<file path="src/design/wwd_pkg.sv">
// package: constants for the windowed watchdog control block
package wwd_pkg;
  // config word bit positions
  localparam int unsigned WINDOW_DISABLE_CFG_BIT = 6;
  // reset control register bit positions
  localparam int unsigned SOFT_ENABLE_BIT = 5;
  localparam int unsigned TIMEOUT_FLAG_BIT = 4;
  localparam int unsigned RCR_WIDTH = 16;
  localparam logic [15:0] RCR_RESET = 16'h0000;
  // time base tick period in ns and derived divider count
  localparam int unsigned TICK_PERIOD_NS = 1000;
  localparam int unsigned CLK_PERIOD_NS = 20;
  localparam int unsigned TICK_CYCLES =
    (TICK_PERIOD_NS / CLK_PERIOD_NS) < 1 ? 1 : TICK_PERIOD_NS / CLK_PERIOD_NS;
  // watchdog period in ticks
  localparam int unsigned PERIOD_TICKS = 1024;
  // reset pulse length in clock cycles
  localparam int unsigned RESET_PULSE_CYCLES = 4;
endpackage : wwd_pkg

</file>
<file path="src/design/wwd_control.sv">
// module: watchdog enable, clear window and timeout control
//
// Operation
// - in window mode a clear restarts the count only in the final quarter
// - in window mode an early clear causes a watchdog reset like a timeout
// - window mode is on only when config word one bit 6 is zero
// - fuse enable set keeps the watchdog always running
// - fuse enable zero lets the soft enable bit 5 control the watchdog
// - every device reset clears the soft enable bit
// - fuse enable one ignores the soft enable bit
// - software writes to reset flags never cause a device reset
`timescale 1ns/100ps
module wwd_control #(
  parameter int unsigned TICK_CYCLES = wwd_pkg::TICK_CYCLES,
  parameter int unsigned PERIOD_TICKS = wwd_pkg::PERIOD_TICKS
) (
  input wire logic sys_clk,
  input wire logic rst_n,
  input wire logic [15:0] config_word_one,
  input wire logic watchdog_fuse_enable,
  input wire logic clear_watchdog_instr,
  input wire logic device_reset,
  input wire logic rcr_write,
  input wire logic [15:0] rcr_wdata,
  output logic [15:0] reset_control_reg,
  output logic watchdog_running,
  output logic watchdog_reset_req,
  output logic window_open,
  output logic [31:0] watchdog_timer
);
  localparam int unsigned CW = $clog2(TICK_CYCLES + 1);
  localparam int unsigned PW = 32;
  localparam logic [PW-1:0] LAST_TICK = PW'(PERIOD_TICKS - 1);
  localparam logic [PW-1:0] WIN_START = PW'(PERIOD_TICKS - PERIOD_TICKS / 4);
  localparam logic [CW-1:0] DIV_LAST = CW'(TICK_CYCLES - 1);
  localparam logic [2:0] PULSE_LAST = 3'(wwd_pkg::RESET_PULSE_CYCLES - 1);

  logic [CW-1:0] div_q;
  logic tick;
  logic window_mode;
  logic enabled;
  logic in_window;
  logic clear_ok;
  logic clear_early;
  logic expire;
  logic fire;
  logic [2:0] pulse_q;
  logic pulse_active_q;

  // ----------------------------------------
  // enable and mode decode
  // ----------------------------------------
  assign window_mode = ~config_word_one[wwd_pkg::WINDOW_DISABLE_CFG_BIT];
  assign enabled = watchdog_fuse_enable
    | reset_control_reg[wwd_pkg::SOFT_ENABLE_BIT];
  assign in_window = watchdog_timer >= WIN_START;
  assign clear_ok = clear_watchdog_instr & enabled & (~window_mode | in_window);
  assign clear_early = clear_watchdog_instr & enabled & window_mode & ~in_window;
  assign expire = enabled & tick & (watchdog_timer == LAST_TICK);
  // an accepted clear on the expiry edge restarts the count instead of firing
  assign fire = (expire & ~clear_ok) | clear_early;

  // ----------------------------------------
  // time base divider
  // ----------------------------------------
  assign tick = enabled & (div_q == DIV_LAST);

  always_ff @(posedge sys_clk or negedge rst_n) begin
    if (!rst_n) begin
      div_q <= '0;
    end else if (!enabled || clear_ok || fire || div_q == DIV_LAST) begin
      div_q <= '0;
    end else begin
      div_q <= div_q + CW'(1);
    end
  end

  // ----------------------------------------
  // watchdog counter
  // ----------------------------------------
  always_ff @(posedge sys_clk or negedge rst_n) begin
    if (!rst_n) begin
      watchdog_timer <= '0;
    end else if (!enabled || clear_ok || fire || device_reset) begin
      watchdog_timer <= '0;
    end else if (tick) begin
      watchdog_timer <= watchdog_timer + PW'(1);
    end
  end

  // ----------------------------------------
  // reset control register
  // ----------------------------------------
  always_ff @(posedge sys_clk or negedge rst_n) begin
    if (!rst_n) begin
      reset_control_reg <= wwd_pkg::RCR_RESET;
    end else begin
      if (rcr_write) begin
        reset_control_reg <= rcr_wdata;
      end
      if (device_reset || pulse_active_q) begin
        reset_control_reg[wwd_pkg::SOFT_ENABLE_BIT] <= 1'b0;
      end
      if (fire) begin
        reset_control_reg[wwd_pkg::TIMEOUT_FLAG_BIT] <= 1'b1;
      end
    end
  end

  // ----------------------------------------
  // watchdog reset pulse
  // ----------------------------------------
  always_ff @(posedge sys_clk or negedge rst_n) begin
    if (!rst_n) begin
      pulse_active_q <= 1'b0;
      pulse_q <= '0;
    end else if (fire) begin
      pulse_active_q <= 1'b1;
      pulse_q <= '0;
    end else if (pulse_active_q) begin
      pulse_q <= pulse_q + 3'd1;
      if (pulse_q == PULSE_LAST) begin
        pulse_active_q <= 1'b0;
      end
    end
  end

  always_ff @(posedge sys_clk or negedge rst_n) begin
    if (!rst_n) begin
      watchdog_reset_req <= 1'b0;
      watchdog_running <= 1'b0;
      window_open <= 1'b0;
    end else begin
      watchdog_reset_req <= fire | (pulse_active_q & (pulse_q != PULSE_LAST));
      watchdog_running <= enabled;
      window_open <= enabled & window_mode & in_window;
    end
  end
endmodule : wwd_control

</file>
<file path="config.mk">
export PLATFORM = sky130hd
export DESIGN_NAME = wwd_control
export DESIGN_NICKNAME = d
export VERILOG_FILES = /design/src/design/wwd_pkg.sv /design/src/design/wwd_control.sv
export SDC_FILE = /design/constraint.sdc
export NUM_CORES = 1
export LEC_CHECK = 0
export BUFFER_PORTS_ARGS = -buffer_cell sky130_fd_sc_hd__buf_2
export CAP_MARGIN = 20
export CORE_MARGIN = 2
export CORE_UTILIZATION = 50
export CTS_CLUSTER_DIAMETER = 200
export CTS_CLUSTER_SIZE = 12
export DETAILED_ROUTE_END_ITERATION = 16
export HOLD_SLACK_MARGIN = 0.06
export PLACE_DENSITY = 0.83
export SLEW_MARGIN = 10
export SYNTH_ARGS = -nofsm -noshare
export SYNTH_HDL_FRONTEND = slang
export SYNTH_SLANG_ARGS = --single-unit
</file>
<file path="constraint.sdc">
create_clock -name sys_clk -period 2.5 [get_ports sys_clk]
set_input_delay 0.25 -clock sys_clk [delete_from_list [all_inputs] [get_ports sys_clk]]
set_output_delay 0.25 -clock sys_clk [all_outputs]
set_load 0.02 [all_outputs]
</file>
==> run summary <==
## Final layout
* 409 — NumNets Final
* 476 — fillcell total
* 0.3108 — proportion of layout cells with a drive suffix above 1
* 0 — number of antenna repair diodes
* 442 — count of non-filler cells in the finished layout
* 24.19% — layout-stage area growth over the synthesis result
* 32 — flip-flop count of the largest register after layout

## Run
* 0 — max-cap viol count

## STA
* 0 — Final setup violation count
* no — RSZ-0062 raised after global routing
* 0.9133 — share of the clock period used by the worst path
* 0 — count of endpoints failing hold in the final timing report
* 0.2167 ns — Final Worst Setup Slack
* 0.009433 ns — worst clock skew on the final layout
* 0 ns — Post-Route Setup TNS
* 0.6045 ns — pin slew with the least headroom to its limit
* 0 — Slew Limit Fails
* 0.5970 — slew margin rel.
* 0.1060 ns — worst hold slack across all endpoints
* 2.283 ns — Tmin final
* 438.0 MHz — Max Freq

## Placement
* 0.2482 ns — pre-CTS WS
* 4.709 mm — hpwl dp
* 0.8299 — final weighted congestion in routability-driven placement
* 73 — Port-buffer cells
* 424 — placed cell count

## Die
* 80.52 um — die span in x
* 89 — number of top-level pins
* 27 — number of standard-cell rows in the floorplan
* 6483 sq um — DIE AREA
* 80.52 um — die height
* 0.5253 — starting utilization of the core area
* 5574 sq um — area of the core

## Logic synthesis
* dfrtp_1 — Main synth FF type
* 0.5128 — post-synth top area share
* 2928 sq um — area of the mapped netlist
* 282 — gate count of the mapped netlist
* 60 — Seq cells post-synth
* dfrtp_1 — leading area contributor after synthesis
* 326 — Post-Syn Nets
* 10.38 sq um — syn_area_per_cell
* 0 — Synth Warn #
* dfrtp_1 — top-count cell post-synth
* dfrtp_1 (51%), mux2_2 (5.4%), xnor2_1 (3.9%), nor2_1 (3.7%), a21oi_1 (2.7%) — ranking of synthesized cells by area
* 0 — number of enable-type register cells in the synthesized netlist
* dfrtp_1 (60), nor2_1 (29), nand2_1 (17), a21oi_1 (16), mux2_2 (14) — top cells by instance count after synthesis
* 0.5128 — register area share after synthesis
* 1.000 — Async S/R FF share, synth
* 39 — count of different cell masters after synthesis

## Power
* 522.8 uV — Max VDD drop
* 2.227 mW — total power consumption of the routed design
* 1.646 nW — static leakage power
* 612.4 nW/um^2 — ratio of total power to cell area

## Drt
* 6.527 mm — WL final
* 2476 — via count
* 4 — Initial DRT Pass Iterations
* 66 — first-iteration detailed-routing DRC count
* 14.77 um — Routed wire per std cell
* 0 — number of nets with antenna violations after detailed routing
* 5.602 — number of vias per cell after detailed routing
* 0 — drt drc

## Clock network
* clkbuf_8 — root buffer selected by CTS
* 3 — number of H-tree branching levels
* yes — clock tree from TritonCTS
* 9 — TritonCTS Buffers
* 0.34 ns — Clock Latency Late Sink
* 0 — Resized Gates After CTS
* 0.07 ns — clock edge transition at the registers on the reported setup and hold paths
* 60 — number of sinks on the clock net
* 2 — maximum clock insertion buffer count

## Critical path
* 2.54 ns — arrival time of data at the critical path endpoint
* 2.76 ns — data required time of the worst path
* 12 — critical path peak fanout
* flip-flop — category of the worst setup path launch point
* flip-flop — critical path endpoint category
* flip-flop to flip-flop — startpoint-to-endpoint class of the critical path

## Global route
* 0.2166 — gr usage total
* 0 — Remaining Overflow, GRT
* 36 — maximum number of pins on one net before global-route repair
* 2346 — vias in the first global route
* 0 — initial antenna violation count
* 10.74 mm — first-pass GRT wire length

## Hold path
* input pin to flip-flop — Hold Path Class

## Outcome
* finished, final reports clean — status

==> cells by family (layout without fill, tap and decap cells) <==
group                      after synthesis  in the layout  share of synthesized area
xor gates and xnor gates                20             20                    0.05983
muxes                                   16             16                    0.06068
DFF                                     60             60                     0.5128
buffers and inverters                   22            110                    0.03376
AOI/OAI and AO/OA                       42             42                    0.08889
and+or+nand+nor                        116            116                     0.2184
adders and majority gates                6              6                    0.02564
==> report_power, final <==
group | switching (mW) | internal, mW
clock | 0.405 | 0.464
combinational | 0.150 | 0.124
sequential | 0.0480 | 1.03
total | 0.604 | 1.62
==> worst max-delay path, cell delays in order (launching register included) <==
cell and delay (ns):
dfrtp_1 0.43, and4_1 0.38, nand4_4 0.20, or3_4 0.50
or4_1 0.51, a21oi_1 0.17
==> what timing repair did <==
item                                   CTS  global route
hold buffers                             2             0
endpoints found under the hold margin   26             0
buffers inserted                         0             0
==> layer usage <==
layer  up-vias  share of wire  GRT usage
li1       1185              -          -
met5         -              0          0
met2        77           0.48     0.3458
met1      1208           0.45     0.2866
met3         6          0.059    0.06742
met4         0         0.0092    0.05763
==> through the flow <==
stage	utilization	instance area (sq um)
after global routing	0.6523	3636
after floorplan	-	2928
after detailed placement	0.6126	3415
after global placement	0.6126	3415
after CTS	0.6523	3636
final	0.6523	3636
==> area by class of cell <==
| type | instances | area (sq um) | share of cell area |
|---|---|---|---|
| sequential | 60 | 1501 | 0.4129 |
| multi-input combinational | 200 | 1328 | 0.3651 |
| timing repair buffer | 84 | 478.0 | 0.1315 |
| clock buffer | 9 | 123.9 | 0.03407 |
| tap | 72 | 90.09 | 0.02478 |
| clock inverter | 7 | 77.57 | 0.02134 |
| inverter | 10 | 37.54 | 0.01032 |
==> final timing paths <==
| path | startpoint | endpoint | depth (start not counted) | slack [ns] |
|---|---|---|---|---|
| max in group asynchronous | rst_n | reset_control_reg[9]$_DFFE_PN0P_ | 3 | 1.46 |
| worst max register to register | watchdog_timer[3]$_DFFE_PN0P_ | watchdog_timer[28]$_DFFE_PN0P_ | 5 | 0.22 |
| min in group asynchronous | rst_n | watchdog_timer[28]$_DFFE_PN0P_ | 2 | 0.45 |
| worst min-delay path | config_word_one[6] | window_open$_DFF_PN0_ | 2 | 0.11 |
| worst min register to register | div_q[0]$_DFF_PN0_ | div_q[0]$_DFF_PN0_ | 1 | 0.49 |
| worst max-delay path | watchdog_timer[3]$_DFFE_PN0P_ | watchdog_timer[28]$_DFFE_PN0P_ | 5 | 0.22 |
==> placed cells by master (no fill, tap or decap), drive strengths merged, types with 2 or more instances in the layout <==
cell,synthesis,routed
buf,7,82
dfrtp,60,60
nor2,29,29
nand2,17,17
a21oi,16,16
mux2,14,14
nand3,13,13
xnor2,13,13
inv,10,10
or4,10,10
nor4,10,10
clkbuf,5,9
o21ai,8,8
o31ai,8,8
or3,8,8
nand4,8,8
xor2,7,7
nor3,7,7
ha,6,6
clkinv,0,5
and4,4,4
and3,3,3
o21a,3,3
nor3b,2,2
a21o,2,2
a211oi,2,2
mux2i,2,2
dlygate4sd3,0,2
(Power assumes the default switching activity.)
